File: src/logic/spfe_regs.svh
`ifndef SPFE_REGS_SVH
`define SPFE_REGS_SVH

// =====================================================================
// Command opcodes.
`define SPFE_OP_PAGE_ERASE 8'h81
`define SPFE_OP_BLK4_ERASE 8'h20
`define SPFE_OP_BLK32_ERASE 8'h52
`define SPFE_OP_BLK64_ERASE 8'hd8
`define SPFE_OP_CHIP_ERASE_A 8'h60
`define SPFE_OP_CHIP_ERASE_B 8'hc7
`define SPFE_OP_LATCH_SET 8'h06
`define SPFE_OP_LATCH_CLR 8'h04
`define SPFE_OP_STATUS_IRQ 8'h25

// =====================================================================
// Frame layout in bytes, opcode byte included.
`define SPFE_OPCODE_BYTES 3'h1
`define SPFE_FRAME_BYTES 3'h4
`define SPFE_IRQ_BYTES 3'h2
`define SPFE_LAST_BIT 3'h7

// =====================================================================
// Address fields and erase spans as page masks.
`define SPFE_PAGE_LSB 8
`define SPFE_SPAN_PAGE 10'h000
`define SPFE_SPAN_BLK4 10'h00f
`define SPFE_SPAN_BLK32 10'h07f
`define SPFE_SPAN_BLK64 10'h0ff
`define SPFE_SPAN_CHIP 10'h3ff

`endif

File: src/logic/spfe_pkg.sv
package spfe_pkg;

    // =================================================================
    // Decoded command classes.
    typedef enum logic [3:0] {
        CMD_NONE,
        CMD_LATCH_SET,
        CMD_LATCH_CLR,
        CMD_PAGE,
        CMD_BLK4,
        CMD_BLK32,
        CMD_BLK64,
        CMD_CHIP,
        CMD_STATUS_IRQ
    } spfe_cmd_t;

    // Sequencer states.
    typedef enum logic {
        ST_IDLE,
        ST_ERASE
    } spfe_state_t;

endpackage : spfe_pkg

File: src/logic/spfe_mem_if.sv
`timescale 1ns/1ps
`default_nettype none

// =====================================================================
// Port between the sequencer and the page state memory.
interface spfe_mem_if #(parameter int AW = 10);
    logic we;
    logic [AW-1:0] addr;
    logic rdata;

    modport ctrl (output we, output addr, input rdata);
    modport mem (input we, input addr, output rdata);
endinterface : spfe_mem_if

`default_nettype wire

File: src/logic/spfe_erase_seq.sv
`include "spfe_regs.svh"
`timescale 1ns/1ps
`default_nettype none

// Operation
// - Page erase is 81h plus three address bytes; 1024 pages of 256 bytes.
// - Address byte one holds index bits 9:8, byte two 7:0, byte three ignored.
// - Chip select rise after page erase sets the page erased; busy meanwhile.
// - A location that fails to erase sets the erase error flag.
// - Block erase opcodes 20h, 52h, D8h take three address bytes.
// - Erase runs only with the write enable latch set, else discarded.
// - Block erase ignores address bits 11:0, 14:0 or 15:0 by size.
// - Block erase aborts on short address or unaligned chip select rise.
// - A protected target region is not erased; device returns idle.
// - Short address, unaligned release or protection clears the latch.
// - Busy during a good erase; latch cleared before erase completes.
// - After 16 clocks of 25h, output goes low as soon as busy ends.
// - Chip erase 60h or C7h, no address, erases whole array on release.
// - Chip erase is refused if any sector is protected.
// - Unaligned chip erase does not erase; latch cleared too.
// - 06h sets the write enable latch on chip select release.
// - Short or unaligned latch commands leave the latch unchanged.
// - 04h clears the write enable latch on chip select release.
module spfe_erase_seq
    import spfe_pkg::*;
#(
    parameter int NUM_PAGES = 1024,
    parameter int PAGE_AW = 10,
    parameter int NUM_SECTORS = 4,
    parameter int STEP_CYCLES = 4
) (
    // Clock and reset.
    input wire logic REF_CLK_I,
    input wire logic RESET_I,
    // Serial link pins.
    input wire logic CS_N_I,
    input wire logic SCK_I,
    input wire logic SI_I,
    output logic SO_O,
    output logic SO_OE_O,
    // Array environment.
    input wire logic [NUM_SECTORS-1:0] PROT_SECTOR_I,
    input wire logic ERASE_FAULT_I,
    input wire logic [PAGE_AW-1:0] QUERY_PAGE_I,
    output logic QUERY_ERASED_O,
    // Status.
    output logic BUSY_O,
    output logic WRITE_ENABLE_LATCH_O,
    output logic ERASE_PROGRAM_ERROR_FLAG_O
);

    localparam int SECT_W = (NUM_SECTORS > 1) ? $clog2(NUM_SECTORS) : 1;
    localparam int STEP_W = $clog2(STEP_CYCLES + 1);

    // =================================================================
    // Parameter checks.
    if (NUM_PAGES != (1 << PAGE_AW) || PAGE_AW != 10)
    begin : g_bad_pages
        $error("Page count must match the ten bit page index.");
    end
    if (NUM_SECTORS < 2 || (1 << SECT_W) != NUM_SECTORS
        || NUM_SECTORS > NUM_PAGES)
    begin : g_bad_sectors
        $error("Sector count must be a power of two within the pages.");
    end
    if (STEP_CYCLES < 1)
    begin : g_bad_step
        $error("Erase step must be at least one cycle.");
    end

    // =================================================================
    // State.
    typedef struct packed {
        logic cs_m, cs_s, cs_p;
        logic sck_m, sck_s, sck_p;
        logic si_m, si_s;
        logic [7:0] shift;
        logic [7:0] opcode;
        logic [23:0] addr;
        logic [2:0] bit_cnt;
        logic [2:0] byte_cnt;
        logic irq_armed;
        spfe_state_t state;
        logic [PAGE_AW-1:0] page_cur;
        logic [PAGE_AW-1:0] page_end;
        logic [STEP_W-1:0] step;
        logic busy;
        logic wr_latch;
        logic err_flag;
        logic so;
        logic so_oe;
    } spfe_seq_t;

    spfe_seq_t q, d;

    spfe_mem_if #(.AW(PAGE_AW)) mem ();

    // Helper terms, also watched by the checks.
    logic sck_rise, cs_rise, aligned, prot_hit, start;
    logic [7:0] in_byte;
    logic [PAGE_AW-1:0] span, tgt_page;
    spfe_cmd_t cmd;

    // =================================================================
    // Decoding functions.
    function automatic spfe_cmd_t cmd_of(input logic [7:0] op);
        case (op)
            `SPFE_OP_PAGE_ERASE: cmd_of = CMD_PAGE;
            `SPFE_OP_BLK4_ERASE: cmd_of = CMD_BLK4;
            `SPFE_OP_BLK32_ERASE: cmd_of = CMD_BLK32;
            `SPFE_OP_BLK64_ERASE: cmd_of = CMD_BLK64;
            `SPFE_OP_CHIP_ERASE_A: cmd_of = CMD_CHIP;
            `SPFE_OP_CHIP_ERASE_B: cmd_of = CMD_CHIP;
            `SPFE_OP_LATCH_SET: cmd_of = CMD_LATCH_SET;
            `SPFE_OP_LATCH_CLR: cmd_of = CMD_LATCH_CLR;
            `SPFE_OP_STATUS_IRQ: cmd_of = CMD_STATUS_IRQ;
            default: cmd_of = CMD_NONE;
        endcase
    endfunction : cmd_of

    // Page mask of the region each erase covers.
    function automatic logic [PAGE_AW-1:0] span_of(input spfe_cmd_t c);
        case (c)
            CMD_BLK4: span_of = PAGE_AW'(`SPFE_SPAN_BLK4);
            CMD_BLK32: span_of = PAGE_AW'(`SPFE_SPAN_BLK32);
            CMD_BLK64: span_of = PAGE_AW'(`SPFE_SPAN_BLK64);
            CMD_CHIP: span_of = PAGE_AW'(`SPFE_SPAN_CHIP);
            default: span_of = PAGE_AW'(`SPFE_SPAN_PAGE);
        endcase
    endfunction : span_of

    function automatic logic is_erase(input spfe_cmd_t c);
        is_erase = (c == CMD_PAGE) || (c == CMD_BLK4) || (c == CMD_BLK32)
            || (c == CMD_BLK64) || (c == CMD_CHIP);
    endfunction : is_erase

    // =================================================================
    // Frame decode terms.
    always_comb
    begin
        sck_rise = q.sck_s & ~q.sck_p & ~q.cs_s;
        cs_rise = q.cs_s & ~q.cs_p;
        in_byte = {q.shift[6:0], q.si_s};
        aligned = (q.bit_cnt == 3'h0);
        cmd = cmd_of(q.opcode);
        span = span_of(cmd);
        // Byte one low bits then byte two: index bits 9:8 and 7:0.
        tgt_page = q.addr[`SPFE_PAGE_LSB +: PAGE_AW] & ~span;
        prot_hit = (cmd == CMD_CHIP) ? |PROT_SECTOR_I
            : PROT_SECTOR_I[tgt_page[PAGE_AW-1 -: SECT_W]];
        start = cs_rise && !q.busy && is_erase(cmd) && q.wr_latch && aligned
            && !prot_hit
            && (q.byte_cnt == ((cmd == CMD_CHIP) ? `SPFE_OPCODE_BYTES
                : `SPFE_FRAME_BYTES) || cmd == CMD_CHIP);
    end

    // =================================================================
    // Next state.
    always_comb
    begin
        d = q;
        mem.we = 1'b0;
        mem.addr = QUERY_PAGE_I;
        d.cs_m = CS_N_I;
        d.cs_s = q.cs_m;
        d.cs_p = q.cs_s;
        d.sck_m = SCK_I;
        d.sck_s = q.sck_m;
        d.sck_p = q.sck_s;
        d.si_m = SI_I;
        d.si_s = q.si_m;

        // Shift one bit per rising clock; bytes past the address drop.
        if (sck_rise)
        begin
            d.shift = in_byte;
            d.bit_cnt = q.bit_cnt + 3'h1;
            if (q.bit_cnt == `SPFE_LAST_BIT
                && q.byte_cnt != `SPFE_FRAME_BYTES)
            begin
                d.byte_cnt = q.byte_cnt + 3'h1;
                if (q.byte_cnt == 3'h0)
                begin
                    d.opcode = in_byte;
                end
                else
                begin
                    d.addr = {q.addr[15:0], in_byte};
                end
                if (q.byte_cnt == `SPFE_IRQ_BYTES - 3'h1
                    && cmd == CMD_STATUS_IRQ)
                begin
                    d.irq_armed = 1'b1;
                end
            end
        end

        // Act on the release of chip select.
        if (cs_rise)
        begin
            d.bit_cnt = 3'h0;
            d.byte_cnt = 3'h0;
            d.opcode = 8'h00;
            d.irq_armed = 1'b0;
            if (!q.busy)
            begin
                case (cmd)
                    CMD_LATCH_SET:
                    begin
                        if (aligned && q.byte_cnt != 3'h0)
                        begin
                            d.wr_latch = 1'b1;
                        end
                    end
                    CMD_LATCH_CLR:
                    begin
                        if (aligned && q.byte_cnt != 3'h0)
                        begin
                            d.wr_latch = 1'b0;
                        end
                    end
                    CMD_PAGE, CMD_BLK4, CMD_BLK32, CMD_BLK64, CMD_CHIP:
                    begin
                        if (start)
                        begin
                            d.state = ST_ERASE;
                            d.busy = 1'b1;
                            d.wr_latch = 1'b0;
                            d.err_flag = 1'b0;
                            d.page_cur = tgt_page;
                            d.page_end = tgt_page | span;
                            d.step = '0;
                        end
                        else if (q.wr_latch)
                        begin
                            // A refused erase with the latch set clears the latch.
                            d.wr_latch = 1'b0;
                        end
                    end
                    default:
                    begin
                        d.wr_latch = q.wr_latch;
                    end
                endcase
            end
        end

        // Walk the target pages, one per erase step.
        case (q.state)
            ST_ERASE:
            begin
                d.step = q.step + STEP_W'(1);
                if (q.step == STEP_W'(STEP_CYCLES - 1))
                begin
                    d.step = '0;
                    mem.we = 1'b1;
                    mem.addr = q.page_cur;
                    if (ERASE_FAULT_I)
                    begin
                        d.err_flag = 1'b1;
                    end
                    if (q.page_cur == q.page_end)
                    begin
                        d.state = ST_IDLE;
                        d.busy = 1'b0;
                    end
                    else
                    begin
                        d.page_cur = q.page_cur + PAGE_AW'(1);
                    end
                end
            end
            default:
            begin
                d.step = '0;
            end
        endcase

        // Drive the output high while busy, low once it ends.
        d.so_oe = d.irq_armed & ~q.cs_s;
        d.so = d.so_oe & d.busy;
    end

    // =================================================================
    // Registers.
    always_ff @(posedge REF_CLK_I)
    begin
        if (RESET_I)
        begin
            q <= '0;
            q.cs_m <= 1'b1;
            q.cs_s <= 1'b1;
            q.cs_p <= 1'b1;
        end
        else
        begin
            q <= d;
        end
    end

    spfe_page_map #(
        .NUM_PAGES(NUM_PAGES),
        .AW(PAGE_AW)
    ) u_map (
        .clk_i(REF_CLK_I),
        .rst_i(RESET_I),
        .port(mem.mem)
    );

    // Outputs straight from flip-flops.
    assign SO_O = q.so;
    assign SO_OE_O = q.so_oe;
    assign BUSY_O = q.busy;
    assign WRITE_ENABLE_LATCH_O = q.wr_latch;
    assign ERASE_PROGRAM_ERROR_FLAG_O = q.err_flag;
    assign QUERY_ERASED_O = mem.rdata;
endmodule : spfe_erase_seq

`default_nettype wire

File: src/logic/spfe_page_map.sv
`timescale 1ns/1ps
`default_nettype none

// =====================================================================
// One erased flag per page; read data comes out of a register.
module spfe_page_map #(
    parameter int NUM_PAGES = 1024,
    parameter int AW = 10
) (
    // Clock and reset.
    input wire logic clk_i,
    input wire logic rst_i,
    // Sequencer side.
    spfe_mem_if.mem port
);

    typedef struct packed {
        logic [NUM_PAGES-1:0] erased;
        logic rdata;
    } spfe_map_t;

    spfe_map_t q, d;

    // Writing marks the page erased, all bits at one.
    always_comb
    begin
        d = q;
        if (port.we)
        begin
            d.erased[port.addr] = 1'b1;
        end
        d.rdata = q.erased[port.addr];
    end

    // Pages start as not erased after reset.
    always_ff @(posedge clk_i)
    begin
        if (rst_i)
        begin
            q <= '0;
        end
        else
        begin
            q <= d;
        end
    end

    assign port.rdata = q.rdata;

endmodule : spfe_page_map

`default_nettype wire

File: config.mk
export PLATFORM = sky130hd
export DESIGN_NAME = spfe_erase_seq
export DESIGN_NICKNAME = d
export VERILOG_FILES = /design/src/logic/spfe_pkg.sv /design/src/logic/spfe_mem_if.sv /design/src/logic/spfe_erase_seq.sv /design/src/logic/spfe_page_map.sv
export VERILOG_INCLUDE_DIRS = /design/src /design/src/logic
export SDC_FILE = /design/constraint.sdc
export NUM_CORES = 2
export LEC_CHECK = 0
export BUFFER_PORTS_ARGS = -buffer_cell sky130_fd_sc_hd__buf_4
export CORE_MARGIN = 5
export CORE_UTILIZATION = 32
export CTS_CLUSTER_DIAMETER = 60
export DETAILED_ROUTE_END_ITERATION = 16
export SETUP_SLACK_MARGIN = 0.1
export SLEW_MARGIN = 25
export SYNTH_ARGS = -nofsm -noshare
export SYNTH_HDL_FRONTEND = slang
export SYNTH_SLANG_ARGS = --single-unit
File: constraint.sdc
create_clock -name REF_CLK_I -period 6.6 [get_ports REF_CLK_I]
set_clock_uncertainty 0.1 [all_clocks]
set_input_delay 0.99 -clock REF_CLK_I [delete_from_list [all_inputs] [get_ports REF_CLK_I]]
set_output_delay 0.99 -clock REF_CLK_I [all_outputs]
set_load 0.01 [all_outputs]
==> results_dict.tcl <==
set metrics [dict create \
    outcome "finished, final reports clean" \
    synth-seq-cells 1102 \
    dp.final_hpwl_um 78100 \
    synth_edf_count 0 \
    critPathRequiredTime_ns 7.04 \
    crit_fanout 79 \
    p_per_area_mw_per_mm2 278 \
    core_mm2 0.133 \
    place_congestion 0.805 \
    synth.net_count 4602 \
    finalSetupTns_ns 0 \
    met1_usage_pct 25.5 \
    cts_root_buffer "clkbuf_16" \
    io_buffers 25 \
    synth_area_leader_cell "dfxtp_1" \
    fmax_ghz 0.207 \
    grt_usage_pct 18.6 \
    synth_cell_type_count 75 \
    netlist_area_mm2 0.0428 \
    first_pass_iters 8 \
    fill_cells 13326 \
    clkLatencyLatePin_ns 0.68 \
    rows 134 \
    vias 34256 \
    min_period_over_period_pct 73.0 \
    initial_utilization_pct 32.1 \
    gr-total-overflow 0 \
    crit_slowest_cell "mux2_8" \
    criticalPathCategory "reg -> reg" \
    finish.utilization_pct 36.4 \
    use_met2_pct 29.2 \
    dieArea_mm2 0.141 \
    ir_drop_mv 0.190 \
    path_cells "ha_1 -> ha_1 -> and2_4 -> mux2_8 -> buf_12 -> mux4_2 -> a22oi_1 -> nand4_1 -> a22oi_2 -> nand3_1 -> nor4_1 -> a41oi_1" \
    swShare_pct 22.6 \
    p_int_mw 10.5 \
    arrival_ns 5.26 \
    maxCapViolCount 0 \
    max-slew-margin-rel_pct 27.4 \
    route.detailed.drc 0 \
    synth_top_area_share_pct 51.5 \
    worstMarginPinSlew_ns 1.09 \
    die_x_um 376 \
    synthFlopType "dfxtp_1" \
    p_sw_mw 3.05 \
    cp-start-kind "flip-flop" \
    yosys-top-cells-area "dfxtp_1, a21oi_1, mux4_2, nor2_1, clkbuf_1" \
    path_common_cell "ha_1" \
    ios 26 \
    busiest_layer "met2" \
    synthCells 4573 \
    cts.clk_slew.worst_paths_ns 0.06 \
    maxSlewViolCount 0 \
    ys_seq_area_share_pct 51.5 \
    ys_warn_count 0 \
    holdCritPathClass "reg -> reg" \
    clockBufferDepth 3 \
    viasPerCell 5.49 \
    hold_viol_final 0 \
    nNetsFinal 4415 \
    drive_gt1_share_pct 14.5 \
    drtIter0Drc 4502 \
    grt_pass1_wl_um 205000 \
    grt_use_met3_pct 3.22 \
    power_frac_comb_pct 3.4 \
    antenna_found_initial 1 \
    cts_setup_buffers 0 \
    cts_hold_buf 0 \
    cts_sinks 1102 \
    die_y_um 376 \
    htreeDepth 3 \
    wl_per_cell_um 22.0 \
    routed_wl_um 137000 \
    cts_resized 0 \
    grt_pass1_vias 32112 \
    grt_max_degree 255 \
    synthToLayoutAreaGrowth_pct 13.3 \
    async_reset_ff_share_pct 0 \
    p_leak_nw 17.1 \
    setup_viol 0 \
    postRouteAntennaNets 0 \
    p_clk_share_pct 47.3 \
    critical_path.max_stage_delay_ns 0.69 \
    cts_made_buffers 113 \
    pwr-share-seq_pct 49.3 \
    cp-end-kind "flip-flop" \
    rsz0062_at_grt "false" \
    syn_avg_cell_area_um2 9.37 \
    layout_min_cycle_time_ns 4.82 \
    cts_tree "done" \
]
cell type report:
| cell class | count | area (um^2) | share of cell area (%) |
|---|---|---|---|
| Antenna cell | 2 | 5.00 | 0.0103 |
| Clock buffer | 169 | 3370 | 6.95 |
| Clock inverter | 34 | 369 | 0.761 |
| Inverter | 13 | 48.8 | 0.101 |
| Multi-Input combinational cell | 3025 | 19200 | 39.7 |
| Sequential cell | 1102 | 22100 | 45.5 |
| Tap cell | 1768 | 2210 | 4.56 |
| Timing Repair Buffer | 131 | 1200 | 2.47 |
cell usage in the layout, fill, tap and decap left out, types with 14 or more instances in the layout:
cell type / instances
a211oi_1: 14
clkbuf_8: 29
dfxtp_1: 1102
a22oi_1: 88
clkinv_2: 18
nor2_4: 48
a22o_1: 18
a21oi_1: 1099
a31oi_1: 18
mux2i_1: 24
nand4_1: 24
buf_4: 116
nor3_1: 20
mux4_2: 237
nand3_1: 23
clkbuf_1: 25
clkbuf_16: 115
nand2_1: 134
nor2_1: 1091
nor2_2: 21
power groups by stage:
stage | clock network, mW | registers, mW | logic, mW
after CTS | 6.47 | 6.66 | 0.455
after detailed placement | 0 | 6.80 | 0.455
after global routing | 6.74 | 6.65 | 0.485
final | 6.38 | 6.66 | 0.465
after floorplan | 0 | 6.80 | 0.310
after global placement | 0 | 6.80 | 0.452
routing by layer:
metal	part of all wire, %	wire length (um)	up-vias
met5	0	0	-
met4	3.9	5410	0
met3	7.9	10900	296
met2	45	62000	1443
met1	43	59000	16985
li1	-	-	15532
cells in the mapped netlist (3+ instances only):
cell type     n
a31oi_1      20
nor2_1     1158
nor2b_1      10
and3_1        8
a211oi_1     14
a221oi_1      4
nand3_1      23
buf_6        28
buf_2        29
ha_1          9
or3_1         3
xnor2_1       6
a41oi_1       5
o21ai_0      10
or2_2         8
mux4_1        5
a21oi_1    1099
a22o_1       18
xor2_1        9
and2_1        4
mux2_2        3
clkbuf_1    350
a211o_1       3
mux2i_1      25
buf_4        20
nor3_1       26
a22oi_1      88
dfxtp_1    1102
nand2b_1      6
nand3b_1      6
buf_1         4
nand4_1      24
nand2_1     134
mux4_2      237
nor3b_1       6
inv_1        13
nor4_1        6
flip-flops by register name (all words and copies together), names as in the netlist:
signal	flops
u_map.q	1024
q	59
BUSY_O	1
in_byte	8
SO_OE_O	1
u_map.port.rdata	1
ERASE_PROGRAM_ERROR_FLAG_O	1
WRITE_ENABLE_LATCH_O	1
d	5
SO_O	1
worst paths after layout:
kind | slack, ns | cells after the start | endpoint | startpoint
worst min-delay path | 0.33 | 1 | d[81]$_SDFF_PP1_ | d[82]$_SDFF_PP1_
worst max register to register | 1.78 | 12 | u_map.port.rdata$_SDFF_PP0_ | q[5]$_SDFF_PP0_
worst max-delay path | 1.78 | 12 | u_map.port.rdata$_SDFF_PP0_ | q[5]$_SDFF_PP0_
worst min register to register | 0.33 | 1 | d[81]$_SDFF_PP1_ | d[82]$_SDFF_PP1_
per-stage QoR:
| step | std cells | hold slack (ns) | power [mW] | cell area (um^2) | worst slack [ns] |
|---|---|---|---|---|---|
| after floorplan | 4573 | 0.289 | 7.11 | 42800 | 3.14 |
| after global placement | 6034 | 0.312 | 7.25 | 44500 | 1.75 |
| after detailed placement | 6037 | 0.325 | 7.26 | 44700 | 1.76 |
| after CTS | 6240 | 0.333 | 13.6 | 48400 | 1.83 |
| after global routing | 6243 | 0.349 | 13.9 | 48500 | 1.55 |
| final | 6244 | 0.328 | 13.5 | 48500 | 1.78 |
logic make-up after synthesis:
group | synth area share, %
compound gates | 16.2
xor+xnor | 0.307
fa+ha+maj | 0.263
buf+inv | 4.69
flops | 51.5
mux | 13.5
simple gates | 13.5
critical path, delay by kind of cell, from the launching register on:
kind	cells	cell delay, ns
AO/OA/AOI/OAI	3	0.80
adder cells (fa/ha/maj)	2	0.52
flip-flops	1	0.34
AND/OR/NAND/NOR	4	1.31
buffers and inverters	1	0.47
multiplexers	2	1.07
Note: power is estimated with default switching activity, not from simulation.
